### config.mk
export PLATFORM = sky130hd
export DESIGN_NAME = measure_timer_status
export DESIGN_NICKNAME = d
export VERILOG_FILES = /design/src/measure_pkg.sv /design/src/flag_sync.sv /design/src/measure_timer_status.sv
export SDC_FILE = /design/constraint.sdc
export NUM_CORES = 1
export LEC_CHECK = 0
export ABC_CLOCK_PERIOD_IN_PS = 1000
export BUFFER_PORTS_ARGS = -buffer_cell sky130_fd_sc_hd__buf_2
export CORE_ASPECT_RATIO = 0.6
export CORE_UTILIZATION = 31
export CTS_CLUSTER_DIAMETER = 120
export DETAILED_ROUTE_END_ITERATION = 8
export PLACE_DENSITY = 0.85
export SLEW_MARGIN = 20
export SYNTH_ARGS = -nofsm -noshare
export SYNTH_HDL_FRONTEND = slang
export SYNTH_SLANG_ARGS = --single-unit
### constraint.sdc
create_clock -name clk_i -period 1 [get_ports clk_i]
set_input_delay 0.2 -clock clk_i [delete_from_list [all_inputs] [get_ports clk_i]]
set_output_delay 0.2 -clock clk_i [all_outputs]
set_load 0.05 [all_outputs]
### src/measure_pkg.sv
// How it works
// RULE1: Period update request bit seven, self clearing.
// RULE2: Width update request bit six, self clearing.
// RULE3: Counter reset request bit five, self clearing.
// RULE4: Bit two shows counter incrementing.
// RULE5: Bit one shows window open state.
// RULE6: Bit zero shows acquisition in progress.
// RULE7: Bits four, three read zero; reset zero.
// RULE8: Zero writes ignored; request holds until done.
package measure_pkg;

////////////////////////////////////////////////////////////////////////////////
// Register map, byte addresses on a 32-bit Wishbone bus
localparam logic [3:0] ADDR_W = 4'h4;
localparam logic [3:0] STATUS_REQ_ADDR = 4'h0;
localparam logic [3:0] COMPLETE_ADDR = 4'h4;
localparam logic [7:0] STATUS_RESET = 8'h00;

////////////////////////////////////////////////////////////////////////////////
// Field positions in measure_status_request
localparam int PERIOD_REQ_BIT = 7;
localparam int WIDTH_REQ_BIT = 6;
localparam int COUNT_RST_BIT = 5;
localparam int COUNT_ACT_BIT = 2;
localparam int WINDOW_BIT = 1;
localparam int ACQUIRE_BIT = 0;
localparam logic [7:0] REQ_MASK = 8'hE0;

////////////////////////////////////////////////////////////////////////////////
// Core-side signal groups
typedef struct packed {
	logic period_buffer_update_req;
	logic width_buffer_update_req;
	logic count_reset_req;
} req_s;

typedef struct packed {
	logic period_done;
	logic width_done;
	logic count_reset_done;
} done_s;

typedef struct packed {
	logic count_active;
	logic window_open;
	logic acquire_active;
} flag_s;

endpackage

### src/flag_sync.sv
`timescale 1ns/1ps
module flag_sync (
	input wire logic clk_i,
	input wire logic rst_i,
	input wire measure_pkg::flag_s d_i,
	output logic [2:0] q_o
);

	typedef struct packed {
		logic [2:0] meta;
		logic [2:0] sync;
	} sync_state_s;

	sync_state_s s_q;
	sync_state_s s_d;

	// Two-stage synchroniser; only the second stage is visible outside
	always_comb begin
		s_d = s_q;
		s_d.meta = d_i;
		s_d.sync = s_q.meta;
	end

	always_ff @(posedge clk_i) begin
		if (rst_i) begin
			s_q <= '0;
		end else begin
			s_q <= s_d;
		end
	end

	assign q_o = s_q.sync;

endmodule

### src/measure_timer_status.sv
`timescale 1ns/1ps
module measure_timer_status (
	input wire logic clk_i,
	input wire logic rst_i,
	input wire logic wb_cyc_i,
	input wire logic wb_stb_i,
	input wire logic wb_we_i,
	input wire logic [3:0] wb_adr_i,
	input wire logic [3:0] wb_sel_i,
	input wire logic [31:0] wb_dat_i,
	output logic [31:0] wb_dat_o,
	output logic wb_ack_o,
	output logic wb_err_o,
	input wire measure_pkg::done_s done_i,
	input wire measure_pkg::flag_s flag_i,
	output measure_pkg::req_s req_o
);

	typedef struct packed {
		logic ack;
		logic err;
		logic [31:0] rdata;
		logic period_req;
		logic width_req;
		logic count_rst_req;
	} state_s;

	state_s s_q;
	state_s s_d;
	logic [2:0] flag_sync_w;
	logic access;
	logic wr_lane0;
	logic [7:0] status_view;
	logic [7:0] done_view;
	logic set_period;
	logic set_width;
	logic set_count;
	logic read_status;
	logic read_complete;

	////////////////////////////////////////////////////////////////////////////
	// Flags arrive from the counter core, which may run on another clock
	flag_sync u_flag_sync (
		.clk_i(clk_i),
		.rst_i(rst_i),
		.d_i(flag_i),
		.q_o(flag_sync_w)
	);

	assign access = wb_cyc_i && wb_stb_i && !s_q.ack && !s_q.err;
	assign wr_lane0 = access && wb_we_i && wb_sel_i[0]
		&& (wb_adr_i == measure_pkg::STATUS_REQ_ADDR);

	// Decoded strobes, shared by the checks below
	assign set_period = wr_lane0 && wb_dat_i[measure_pkg::PERIOD_REQ_BIT];
	assign set_width = wr_lane0 && wb_dat_i[measure_pkg::WIDTH_REQ_BIT];
	assign set_count = wr_lane0 && wb_dat_i[measure_pkg::COUNT_RST_BIT];
	assign read_status = access && !wb_we_i && (wb_adr_i == measure_pkg::STATUS_REQ_ADDR);
	assign read_complete = access && !wb_we_i && (wb_adr_i == measure_pkg::COMPLETE_ADDR);

	// Bits four and three stay zero by construction
	always_comb begin
		status_view = measure_pkg::STATUS_RESET; // RULE7
		status_view[measure_pkg::PERIOD_REQ_BIT] = s_q.period_req;
		status_view[measure_pkg::WIDTH_REQ_BIT] = s_q.width_req;
		status_view[measure_pkg::COUNT_RST_BIT] = s_q.count_rst_req;
		status_view[measure_pkg::COUNT_ACT_BIT] = flag_sync_w[2]; // RULE4
		status_view[measure_pkg::WINDOW_BIT] = flag_sync_w[1]; // RULE5
		status_view[measure_pkg::ACQUIRE_BIT] = flag_sync_w[0]; // RULE6
	end

	always_comb begin
		done_view = measure_pkg::STATUS_RESET;
		done_view[measure_pkg::PERIOD_REQ_BIT] = done_i.period_done;
		done_view[measure_pkg::WIDTH_REQ_BIT] = done_i.width_done;
		done_view[measure_pkg::COUNT_RST_BIT] = done_i.count_reset_done;
	end

	////////////////////////////////////////////////////////////////////////////
	// Bus slave and request bits; a new set beats a done pulse in the same cycle
	always_comb begin
		s_d = s_q;
		s_d.ack = 1'b0;
		s_d.err = 1'b0;
		if (done_i.period_done) begin
			s_d.period_req = 1'b0; // RULE1
		end
		if (done_i.width_done) begin
			s_d.width_req = 1'b0; // RULE2
		end
		if (done_i.count_reset_done) begin
			s_d.count_rst_req = 1'b0; // RULE3
		end
		if (wr_lane0) begin
			// Writing zero leaves a pending request alone
			if (wb_dat_i[measure_pkg::PERIOD_REQ_BIT]) begin
				s_d.period_req = 1'b1; // RULE8
			end
			if (wb_dat_i[measure_pkg::WIDTH_REQ_BIT]) begin
				s_d.width_req = 1'b1; // RULE8
			end
			if (wb_dat_i[measure_pkg::COUNT_RST_BIT]) begin
				s_d.count_rst_req = 1'b1; // RULE8
			end
		end
		if (access) begin
			case (wb_adr_i)
				measure_pkg::STATUS_REQ_ADDR: begin
					s_d.ack = 1'b1;
					s_d.rdata = {24'h000000, status_view};
				end
				measure_pkg::COMPLETE_ADDR: begin
					s_d.ack = 1'b1;
					s_d.rdata = {24'h000000, done_view};
				end
				default: begin
					s_d.err = 1'b1;
					s_d.rdata = 32'h00000000;
				end
			endcase
		end
	end

	always_ff @(posedge clk_i) begin
		if (rst_i) begin
			s_q <= '0; // RULE7
		end else begin
			s_q <= s_d;
		end
	end

	assign wb_ack_o = s_q.ack;
	assign wb_err_o = s_q.err;
	assign wb_dat_o = s_q.rdata;
	assign req_o.period_buffer_update_req = s_q.period_req;
	assign req_o.width_buffer_update_req = s_q.width_req;
	assign req_o.count_reset_req = s_q.count_rst_req;

	////////////////////////////////////////////////////////////////////////////
	// Checks
	property p_period_set;
		@(posedge clk_i) disable iff (rst_i)
		set_period |=> req_o.period_buffer_update_req;
	endproperty
	a_period_set: assert property (p_period_set) else $error("period request not set"); // RULE1

	property p_period_clr;
		@(posedge clk_i) disable iff (rst_i)
		done_i.period_done && !set_period |=> !req_o.period_buffer_update_req;
	endproperty
	a_period_clr: assert property (p_period_clr) else $error("period request not cleared"); // RULE1

	property p_width_cycle;
		@(posedge clk_i) disable iff (rst_i)
		done_i.width_done && !set_width |=> !req_o.width_buffer_update_req;
	endproperty
	a_width_cycle: assert property (p_width_cycle) else $error("width request not cleared"); // RULE2

	property p_rst_set;
		@(posedge clk_i) disable iff (rst_i)
		set_count |=> req_o.count_reset_req;
	endproperty
	a_rst_set: assert property (p_rst_set) else $error("count reset request not set"); // RULE3

	property p_active_flag;
		@(posedge clk_i) disable iff (rst_i)
		read_status |=> wb_dat_o[measure_pkg::COUNT_ACT_BIT] == $past(flag_sync_w[2]);
	endproperty
	a_active_flag: assert property (p_active_flag) else $error("count active flag wrong"); // RULE4

	property p_window_flag;
		@(posedge clk_i) disable iff (rst_i)
		$rose(flag_i.window_open) ##1 flag_i.window_open |=> flag_sync_w[1];
	endproperty
	a_window_flag: assert property (p_window_flag) else $error("window flag lags"); // RULE5

	property p_acq_flag;
		@(posedge clk_i) disable iff (rst_i)
		read_status |=> wb_dat_o[measure_pkg::ACQUIRE_BIT] == $past(flag_sync_w[0]);
	endproperty
	a_acq_flag: assert property (p_acq_flag) else $error("acquire flag wrong"); // RULE6

	property p_unimpl;
		@(posedge clk_i) disable iff (rst_i)
		wb_ack_o |-> wb_dat_o[4:3] == 2'b00;
	endproperty
	a_unimpl: assert property (p_unimpl) else $error("unimplemented bits nonzero"); // RULE7

	property p_hold;
		@(posedge clk_i) disable iff (rst_i)
		req_o.width_buffer_update_req && !done_i.width_done |=> req_o.width_buffer_update_req;
	endproperty
	a_hold: assert property (p_hold) else $error("width request dropped early"); // RULE8

	// Each request bit follows its own set and clear, apart from the others
	property p_width_set;
		@(posedge clk_i) disable iff (rst_i)
		set_width |=> req_o.width_buffer_update_req;
	endproperty
	a_width_set: assert property (p_width_set) else $error("width request not set"); // RULE2

	property p_rst_clr;
		@(posedge clk_i) disable iff (rst_i)
		done_i.count_reset_done && !set_count |=> !req_o.count_reset_req;
	endproperty
	a_rst_clr: assert property (p_rst_clr) else $error("count reset not cleared"); // RULE3

	// A write meeting a completion in one cycle must not be lost to it
	property p_period_wins;
		@(posedge clk_i) disable iff (rst_i)
		set_period && done_i.period_done |=> req_o.period_buffer_update_req;
	endproperty
	a_period_wins: assert property (p_period_wins) else $error("period set lost"); // RULE1

	// Pending requests hold until the core reports completion
	property p_period_hold;
		@(posedge clk_i) disable iff (rst_i)
		req_o.period_buffer_update_req && !done_i.period_done |=>
			req_o.period_buffer_update_req;
	endproperty
	a_period_hold: assert property (p_period_hold) else $error("period request lost"); // RULE8

	property p_rst_hold;
		@(posedge clk_i) disable iff (rst_i)
		req_o.count_reset_req && !done_i.count_reset_done |=> req_o.count_reset_req;
	endproperty
	a_rst_hold: assert property (p_rst_hold) else $error("count reset lost"); // RULE8

	// Only a one written to byte lane 0 of the status word raises a request
	property p_period_quiet;
		@(posedge clk_i) disable iff (rst_i)
		!req_o.period_buffer_update_req && !set_period |=>
			!req_o.period_buffer_update_req;
	endproperty
	a_period_quiet: assert property (p_period_quiet) else $error("period request rose"); // RULE8

	property p_width_quiet;
		@(posedge clk_i) disable iff (rst_i)
		!req_o.width_buffer_update_req && !set_width |=> !req_o.width_buffer_update_req;
	endproperty
	a_width_quiet: assert property (p_width_quiet) else $error("width request rose"); // RULE8

	property p_rst_quiet;
		@(posedge clk_i) disable iff (rst_i)
		!req_o.count_reset_req && !set_count |=> !req_o.count_reset_req;
	endproperty
	a_rst_quiet: assert property (p_rst_quiet) else $error("count reset rose"); // RULE8

	// Read data carries the bits as they stood at the taken edge
	property p_period_read;
		@(posedge clk_i) disable iff (rst_i)
		read_status |=>
			wb_dat_o[measure_pkg::PERIOD_REQ_BIT] == $past(req_o.period_buffer_update_req);
	endproperty
	a_period_read: assert property (p_period_read) else $error("period bit read wrong"); // RULE1

	property p_width_read;
		@(posedge clk_i) disable iff (rst_i)
		read_status |=>
			wb_dat_o[measure_pkg::WIDTH_REQ_BIT] == $past(req_o.width_buffer_update_req);
	endproperty
	a_width_read: assert property (p_width_read) else $error("width bit read wrong"); // RULE2

	property p_rst_read;
		@(posedge clk_i) disable iff (rst_i)
		read_status |=> wb_dat_o[measure_pkg::COUNT_RST_BIT] == $past(req_o.count_reset_req);
	endproperty
	a_rst_read: assert property (p_rst_read) else $error("reset bit read wrong"); // RULE3

	property p_window_read;
		@(posedge clk_i) disable iff (rst_i)
		read_status |=> wb_dat_o[measure_pkg::WINDOW_BIT] == $past(flag_sync_w[1]);
	endproperty
	a_window_read: assert property (p_window_read) else $error("window bit read wrong"); // RULE5

	// Each flag follows its input two edges late, rising and falling alike
	property p_window_fall;
		@(posedge clk_i) disable iff (rst_i)
		$fell(flag_i.window_open) ##1 !flag_i.window_open |=> !flag_sync_w[1];
	endproperty
	a_window_fall: assert property (p_window_fall) else $error("window flag stuck"); // RULE5

	property p_active_rise;
		@(posedge clk_i) disable iff (rst_i)
		$rose(flag_i.count_active) ##1 flag_i.count_active |=> flag_sync_w[2];
	endproperty
	a_active_rise: assert property (p_active_rise) else $error("active flag lags"); // RULE4

	property p_active_fall;
		@(posedge clk_i) disable iff (rst_i)
		$fell(flag_i.count_active) ##1 !flag_i.count_active |=> !flag_sync_w[2];
	endproperty
	a_active_fall: assert property (p_active_fall) else $error("active flag stuck"); // RULE4

	property p_acq_rise;
		@(posedge clk_i) disable iff (rst_i)
		$rose(flag_i.acquire_active) ##1 flag_i.acquire_active |=> flag_sync_w[0];
	endproperty
	a_acq_rise: assert property (p_acq_rise) else $error("acquire flag lags"); // RULE6

	property p_acq_fall;
		@(posedge clk_i) disable iff (rst_i)
		$fell(flag_i.acquire_active) ##1 !flag_i.acquire_active |=> !flag_sync_w[0];
	endproperty
	a_acq_fall: assert property (p_acq_fall) else $error("acquire flag stuck"); // RULE6

	// The completion view shows the done lines as they stood at the taken edge
	property p_complete_view;
		@(posedge clk_i) disable iff (rst_i)
		read_complete |=>
			wb_dat_o[measure_pkg::PERIOD_REQ_BIT] == $past(done_i.period_done);
	endproperty
	a_complete_view: assert property (p_complete_view) else $error("done view wrong"); // RULE1

	// Reset leaves no request pending and no answer on the bus
	property p_reset_zero;
		@(posedge clk_i)
		rst_i |=> req_o == '0 && !wb_ack_o && !wb_err_o;
	endproperty
	a_reset_zero: assert property (p_reset_zero) else $error("reset left state"); // RULE7

endmodule

==> results of run 1 <==
## sequential cells by signal, summed over array words and instances (netlist names)
name and flops:
wb_dat_o 6, u_flag_sync.s_d 3, wb_ack_o 1, wb_err_o 1, req_o 3, u_flag_sync.q_o 3
## worst reg2reg max path: cells and delay by family, from the launching register on
| kind | cells | cell delay (ns) |
|---|---|---|
| AND/OR/NAND/NOR | 2 | 0.52 |
| AO/OA/AOI/OAI | 1 | 0.16 |
| flip-flops | 1 | 0.34 |
## through the flow
stage          hold WS (ns)  instance area [sq um]  worst slack [ns]  setup TNS [ns]
2_1_floorplan         0.310                    950            -0.180          -0.955
3_3_place_gp          0.400                    967            -0.218           -1.19
3_5_place_dp          0.401                    967            -0.240           -1.32
5_1_grt               0.138                   1110            -0.153          -0.883
6_report              0.149                   1110           -0.0697          -0.253
4_1_cts               0.142                   1070            -0.124          -0.439
## timing repair
action,4_1_cts,5_1_grt
setup buffers,0,0
pin swaps,5,5
hold buffers,0,0
endpoints found under the setup margin,22,22
gates resized for setup,14,16
## layer usage
layer  vias to the layer above  GRT usage, %
met5                         -             0
met4                         0          4.90
met3                         2          4.57
met2                        35          16.9
met1                       280          13.9
li1                        317             -
## synthesized netlist by cell type, drive strengths merged
master    n
a21o      3
a21oi     6
and4bb    1
buf      27
clkbuf    2
conb      1
dfxtp    17
mux2      3
nand2     6
nand3     6
nand3b    1
nand4bb   1
nor2b     6
nor3      3
nor3b     3
nor4      2
or3       1
## path summary, 6_finish.rpt
check	from	endpoint	slack [ns]	depth (start not counted)
max	wb_ack_o	req_o[0]	-0.07	3
min	wb_dat_i[6]	req_o[1]	0.15	2
max reg2reg	wb_ack_o	req_o[0]	-0.07	3
min reg2reg	u_flag_sync.s_d[0]	u_flag_sync.q_o[0]	0.44	1
## logic make-up after synthesis
kind of cell,share of synthesized area [%]
muxes,3.98
AOI/OAI and AO/OA,6.19
other,0.442
DFF,40.1
buffers and inverters,26.0
and+or+nand+nor,23.3
## layout make-up
cell class	instances	area share [%]
Tap cell	32	3.60
Timing Repair Buffer	36	23.4
Multi-Input combinational cell	68	37.2
Sequential cell	17	31.8
Clock buffer	4	4.04
## placed cells by master (no fill, tap or decap)
cell type / netlist / final
clkbuf_8: 1 / 3
buf_6: 0 / 10
clkbuf_1: 1 / 1
buf_4: 27 / 7
and4bb_4: 0 / 1
nor2b_1: 6 / 6
dfxtp_4: 0 / 2
nand3_2: 0 / 1
a21oi_2: 0 / 2
mux2_2: 3 / 3
nor4_1: 1 / 1
or3_4: 1 / 1
buf_2: 0 / 19
nor4_4: 1 / 1
conb_1: 1 / 26
nand4bb_4: 0 / 1
dfxtp_1: 17 / 10
a21o_1: 3 / 3
a21oi_1: 6 / 4
nand2_1: 6 / 6
nand3_1: 6 / 5
dfxtp_2: 0 / 5
nor3b_1: 3 / 3
nand3b_1: 1 / 1
nor3_1: 3 / 3
## power by group
part / internal [uW] / switching [uW]
logic: 74.0 / 285
clock network: 282 / 207
registers: 688 / 4.67
total: 1040 / 497
==> flow_summary.toml, run 1 <==
[floorplan]
num_rows = 14
die_x_microns = 69.5
die-area_sq_mm = 0.00296
io_pins = 88
start_util_pct = 33.4
design.core.area_sq_mm = 0.00254
die_y_microns = 42.5

[yosys]
avgSynthCellArea_sq_um = 9.53
yosys_warnings = 0
yosysTopAreaCellShare_pct = 40.1
synthesis.area_sq_um = 848
ys_seq_area_share_pct = 40.1
synth_top_cell_by_area = "dfxtp_1"
synth_seq_cells = 17
ys_types = 19
ys_top_cells_by_area = "dfxtp_1 40%, buf_4 24%, nor2b_1 4.4%, mux2_2 4.0%, a21oi_1 3.5%"
synth_cells = 89

[detailed_routing]
wirelength_microns = 1520
dr.first_iter.drc_count = 3
dr.max_layer_used = "met4"
wl_met1_microns = 712
dr_wl_met2_microns = 685
dr.pass1.iters = 4
via_per_inst = 4.04
vias = 634
wl_per_cell_microns = 9.68
drc = 0
drtAntennaViolNets = 0
met3_length_microns = 109

[global_routing]
antenna_found_initial = 0
track_usage_pct = 11.1
overflow = 0
grt_start_max_net_pins = 14
grt_pass1_vias = 547
grt_pass1_wl_microns = 2470

[timing]
hold_viol = 0
setup_viol = 8
fin_crit_sh_pct = 107
period_minus_slack_ns = 1.07
fmax_ghz = 0.935
finalClockSkew_ns = 0.00108
setup_ws_ns = -0.0697
rsz0062_at_grt = "true"
final-max-slew-violation-count = 0

[cells_and_area]
instances_no_fill = 157
regArea_sq_um = 354
layout-drive-gt1-share_pct = 44.8
multiInputGateArea_sq_um = 414
nNetsFinal = 177
nFillCells = 243
fin_util_pct = 43.8
area_delta_synth_final_pct = 31.3
n_antenna_cell = 0

[worst_setup_path]
path_buf_inv = 0
worstPathRequired_ns = 1.19
worstSetupEndpointType = "register"
path_cells = "nand4bb_4, nor4_4, a21o_1"
start_kind = "register"
worstPathArrival_ns = 1.26
cp_top_family = "simple AND/OR/NAND/NOR gates"
worst-setup-path-type = "reg2reg"
crit_path_max_incr_delay_ns = 0.34
path_max_fanout = 3
cpMaxStageDelayCell = "dfxtp_4"

[pwr]
irDropWorstVdd_mv = 0.981
leakagePower_uw = 0.000518
powerDensity_mw_per_mm2 = 1380
p_total_uw = 1540

[cts]
htree_levels = 1
clkTransAtPathRegs_ns = 0.06
numCtsBuffers = 3
cts_tree = "yes"
cts_root_buf = "clkbuf_8"
clock_latency_ns = 0.25
clock_path_buffers = 2
cts_sinks = 17

[status]
violations = "setup timing"
status = "complete, but fails checks"

[flow_run]
drv_cap = 0

[placement]
post-place-cells = 153
numPortBuffers = 29
gp_congestion = 0.701
dp_hpwl_microns = 1180

[min_path]
min_path_type = "in2reg"
Note: power is estimated with default switching activity, not from simulation.
==> run 2: changes to the inputs <==
--- a/config.mk
+++ b/config.mk
@@ -8,6 +8,7 @@
 export ABC_CLOCK_PERIOD_IN_PS = 1000
 export BUFFER_PORTS_ARGS = -buffer_cell sky130_fd_sc_hd__buf_2
 export CORE_ASPECT_RATIO = 0.6
+export CORE_MARGIN = 5
 export CORE_UTILIZATION = 31
 export CTS_CLUSTER_DIAMETER = 120
 export DETAILED_ROUTE_END_ITERATION = 8
==> run 2 against run 1 <==
Against the previous run: the run still ends with setup timing left; via count is 1.6% higher; global-route usage is 2.0 points lower; combinational power hardly changed; routed wire length is 20% higher; largest cell class unchanged; largest power group unchanged; final cell count is 0.64% higher; worst setup slack worse by 0.030 ns; first-iteration DRC count grew to 3.3 times the previous value; total power is 0.59% higher.
==> flow_summary.toml, run 2 (synthesized netlist as in run 1, its figures left out) <==
[global_routing]
grt_pass1_vias = 605
grt_start_max_net_pins = 10
overflow = 0
track_usage_pct = 9.18
grt_pass1_wl_microns = 2820
antenna_found_initial = 0

[min_path]
min_path_type = "in2reg"
holdPathStages = 2

[status]
status = "complete, but fails checks"
violations = "setup timing"

[pwr]
leakagePower_uw = 0.000522
powerDensity_mw_per_mm2 = 1390
irDropWorstVdd_mv = 0.866

[cts]
postCtsSetupRepairBufs = 0
cts_sinks = 17
clkTransAtPathRegs_ns = 0.06
cts_tree = "yes"
clock_path_buffers = 2
cts_hold_buf = 0
numCtsBuffers = 3
clock_latency_ns = 0.25
htree_levels = 1
cts_root_buf = "clkbuf_8"

[cells_and_area]
mostFrequentLayoutCells = "26 x conb_1, 19 x buf_2, 12 x dfxtp_1, 10 x buf_6, 8 x buf_4"
final_common_cell = "conb_1"
nNetsFinal = 178
largest_reg_flops = 6
fin_util_pct = 43.6
area_delta_synth_final_pct = 31.6
layout-drive-gt1-share_pct = 43.7
n_antenna_cell = 0

[detailed_routing]
via_per_inst = 4.08
vias = 644
dr.first_iter.drc_count = 10
drtAntennaViolNets = 0
wl_per_cell_microns = 11.5
wirelength_microns = 1820
dr.pass1.iters = 4
drc = 0

[floorplan]
die-area_sq_mm = 0.00392
die_x_microns = 77.5
start_util_pct = 33.2
num_rows = 14
design.core.area_sq_mm = 0.00256
io_pins = 88
die_y_microns = 50.5

[timing]
final-max-slew-violation-count = 0
setup_viol = 11
period_minus_slack_ns = 1.10
fin_setup_tns_ns = -0.395
setup_ws_ns = -0.0992
finalClockSkew_ns = 0.00374
fin_crit_sh_pct = 110
fmax_ghz = 0.910
rsz0062_at_grt = "true"
hold_viol = 0

[worst_setup_path]
rr_worst_depth = 3
worstSetupEndpointType = "register"
worstPathRequired_ns = 1.17
path_max_fanout = 6
worst-setup-path-type = "reg2reg"
start_kind = "register"
crit_path_max_incr_delay_ns = 0.37
cpMaxStageDelayCell = "and4bb_2"
worstPathArrival_ns = 1.27
path_cells = "and4bb_2, nand3_1, a21oi_1"

[placement]
gp_congestion = 0.792
numPortBuffers = 29
dp_hpwl_microns = 1450

[flow_run]
drv_cap = 0
-- run 2: changes by cell type in the layout (fill, tap and decap cells not counted), sizes merged --
| cell | before | now |
|---|---|---|
| buf | 36 | 37 |
-- run 2: stage by stage --
| step | hold slack [ns] | worst slack, ns | cell area [sq um] | instances | total power [uW] |
|---|---|---|---|---|---|
| detailed placement | 0.399 | -0.240 | 975 | 154 | 1050 |
| finish | 0.141 | -0.0992 | 1120 | 158 | 1550 |
| global placement | 0.398 | -0.214 | 975 | 154 | 1050 |
| global route | 0.151 | -0.123 | 1120 | 158 | 1610 |
| CTS | 0.137 | -0.105 | 1070 | 158 | 1550 |
| floorplan | 0.310 | -0.180 | 950 | 114 | 1060 |
-- run 2: repair_timing --
| action | 4_1_cts | 5_1_grt |
|---|---|---|
| pin swaps | 5 | 2 |
| setup endpoints to repair | 22 | 22 |
| gates resized for setup | 14 | 13 |
-- run 2: power by group --
group | switching, uW | internal [uW]
logic | 288 | 73.6
clock network | 214 | 282
registers | 4.41 | 688
-- run 2: layer usage --
layer	part of all wire [%]	vias to the layer above	track usage (%)
met5	0	-	0
met4	1.9	0	4.29
met3	11	7	3.93
met2	50	34	16.1
met1	37	283	9.69
li1	-	320	-
-- run 2: path summary, 6_finish.rpt --
kind	to	startpoint	slack [ns]
worst min register to register	u_flag_sync.q_o[2]	u_flag_sync.s_d[2]	0.43
worst max register to register	wb_dat_o[5]	wb_ack_o	-0.1
worst max-delay path	wb_dat_o[5]	wb_ack_o	-0.1
worst min-delay path	req_o[1]	wb_dat_i[6]	0.14
-- run 2: critical path, delay by kind of cell (launching register included) --
| kind | cells | cell delay [ns] |
|---|---|---|
| compound gates | 1 | 0.18 |
| flops | 1 | 0.35 |
| simple gates | 2 | 0.49 |
-- run 2: area by class of cell --
| type | count | area (sq um) |
|---|---|---|
| fillers | 247 | 1440 |
| multi-input cells | 68 | 412 |
| flip-flops and latches | 17 | 352 |
| repair buffers | 37 | 268 |
| clock buffers | 4 | 45.0 |
| well taps | 32 | 40.0 |
==> run 3: changes to the inputs <==
--- a/config.mk
+++ b/config.mk
@@ -5,12 +5,13 @@
 export SDC_FILE = /design/constraint.sdc
 export NUM_CORES = 1
 export LEC_CHECK = 0
-export ABC_CLOCK_PERIOD_IN_PS = 1000
+export ABC_CLOCK_PERIOD_IN_PS = 890
 export BUFFER_PORTS_ARGS = -buffer_cell sky130_fd_sc_hd__buf_2
 export CORE_ASPECT_RATIO = 0.6
 export CORE_MARGIN = 5
 export CORE_UTILIZATION = 31
 export CTS_CLUSTER_DIAMETER = 120
+export CTS_CLUSTER_SIZE = 28
 export DETAILED_ROUTE_END_ITERATION = 8
 export PLACE_DENSITY = 0.85
 export SLEW_MARGIN = 20
==> constraint.sdc (replaced) <==
create_clock -name clk_i -period 0.89 [get_ports clk_i]
set_input_delay 0.178 -clock clk_i [delete_from_list [all_inputs] [get_ports clk_i]]
set_output_delay 0.178 -clock clk_i [all_outputs]
set_load 0.05 [all_outputs]
==> run 3 against run 2 <==
Against the previous run: the run still ends with setup timing left; global-route usage increased by 0.98 points; maximum frequency shrank 2.5%; final cell count grew 1.3%; sequential cell count unchanged; non-clock buffer count rose by 2; sequential share of layout area decreased by 1.2 points; via count is 2.0% higher; critical path type unchanged; critical endpoint is now req_o[0].
==> flow_summary.toml, run 3 (synthesized netlist as in run 1, its figures left out) <==
[detailed_routing]
wl_per_cell_microns = 11.9
wirelength_microns = 1910
drtAntennaViolNets = 0
dr.first_iter.drc_count = 4
drc = 0
vias = 657
dr.pass1.iters = 4
via_per_inst = 4.11

[status]
status = "complete, but fails checks"
violations = "setup timing"

[flow_run]
drv_cap = 0

[worst_setup_path]
start_kind = "register"
worst-setup-path-type = "reg2reg"
startpoint = "wb_ack_o"
rr_endpoint = "req_o[0]"
crit_path_max_incr_delay_ns = 0.35
rrSetupSlack_ns = -0.24
worstPathArrival_ns = 1.32
setup.worst_path.end = "req_o[0]"
rr_worst_depth = 3
path_max_fanout = 3
r2r-start = "wb_ack_o"
path_cells = "nand4bb_4, nor4_4, a21o_1"
worstSetupEndpointType = "register"
worstPathRequired_ns = 1.08
cpMaxStageDelayCell = "dfxtp_4"

[timing]
rsz0062_at_grt = "true"
setup_ws_ns = -0.238
period_minus_slack_ns = 1.13
hold_viol = 0
fin_setup_tns_ns = -2.84
fmax_ghz = 0.887
fin_crit_sh_pct = 127
setup_viol = 22
hold_slack_ns = 0.132
final-max-slew-violation-count = 0
finalClockSkew_ns = 0.00192

[placement]
numPortBuffers = 29
dp_hpwl_microns = 1460
gp_congestion = 0.798
post-place-cells = 154
dp_slack_ns = -0.360

[floorplan]
die-area_sq_mm = 0.00392
num_rows = 14
design.core.area_sq_mm = 0.00256
die_x_microns = 77.5
start_util_pct = 33.2
die_y_microns = 50.5
io_pins = 88

[cts]
clock_latency_ns = 0.24
cts_tree = "yes"
htree_levels = 1
clkTransAtPathRegs_ns = 0.06
cts_hold_buf = 0
numCtsBuffers = 3
cts_root_buf = "clkbuf_8"
cts_sinks = 17
clock_path_buffers = 2

[min_path]
min_path_type = "in2reg"

[pwr]
clkPwrFrac_pct = 31.5
p_int_uw = 1180
powerDensity_mw_per_mm2 = 1480
irDropWorstVdd_mv = 1.27
leakagePower_uw = 0.000546
comb_power_share_pct = 23.9
p_total_uw = 1740
p_seq_share_pct = 44.6
sw_frac_of_total_pct = 32.3
netSwitchingPower_uw = 563

[cells_and_area]
largest_reg_flops = 6
layout-drive-gt1-share_pct = 47.7
n_antenna_cell = 0
nNetsFinal = 180
mostFrequentLayoutCells = "26 x conb_1, 18 x buf_2, 10 x buf_8, 9 x buf_4, 8 x dfxtp_2"
area_delta_synth_final_pct = 39.1
nFillCells = 235
final_common_cell = "conb_1"
instances_no_fill = 160

[global_routing]
grt_pass1_vias = 655
grt_pass1_wl_microns = 3110
grt_start_max_net_pins = 10
overflow = 0
antenna_found_initial = 0
track_usage_pct = 10.2
-- run 3: critical path: cells and delay by family (launching register included) --
| family | cells | cell delay [ns] |
|---|---|---|
| AOI/OAI and AO/OA | 1 | 0.16 |
| and+or+nand+nor | 2 | 0.56 |
| DFF | 1 | 0.35 |
-- run 3: what timing repair did --
| item | 4_1_cts | 5_1_grt |
|---|---|---|
| setup endpoints to repair | 22 | 22 |
| buffers inserted | 1 | 1 |
| gates resized for setup | 39 | 6 |
| pin swaps | 4 | 2 |
| gates cloned | 0 | 0 |
-- run 3: metrics by stage --
stage	utilization, %	instance area (sq um)
after global routing	46.1	1180
after CTS	45.2	1150
after detailed placement	38.1	975
final	46.1	1180
after global placement	38.1	975
after floorplan	-	950
-- run 3: area by class of cell --
cell class	instances	area (sq um)	area share, %
repair buffers	39	330	28.0
multi-input cells	68	407	34.5
clock buffers	4	45.0	3.82
well taps	32	40.0	3.39
flip-flops and latches	17	358	30.3
-- run 3: worst min-delay path by stage --
stage	start	endpoint	slack (ns)	cells after the start
floorplan	wb_dat_i[5]	req_o[0]	0.29	1
CTS	wb_dat_i[6]	req_o[1]	0.12	2
global route	wb_dat_i[6]	req_o[1]	0.13	2
global placement	wb_dat_i[6]	req_o[1]	0.38	2
detailed placement	wb_dat_i[6]	req_o[1]	0.38	2
finish	wb_dat_i[6]	req_o[1]	0.13	2
-- run 3: routing by layer --
metal | routed length (microns) | track usage, %
met1 | 712 | 10.6
met2 | 1010 | 19.1
met3 | 172 | 4.64
met4 | 9 | 1.71
met5 | 0 | 0
-- run 3: power groups by stage --
stage	clock network (uW)	logic, uW	registers, uW
2_1_floorplan	0	390	805
3_3_place_gp	0	385	793
3_5_place_dp	0	388	794
4_1_cts	569	409	778
5_1_grt	605	438	780
6_report	549	417	779
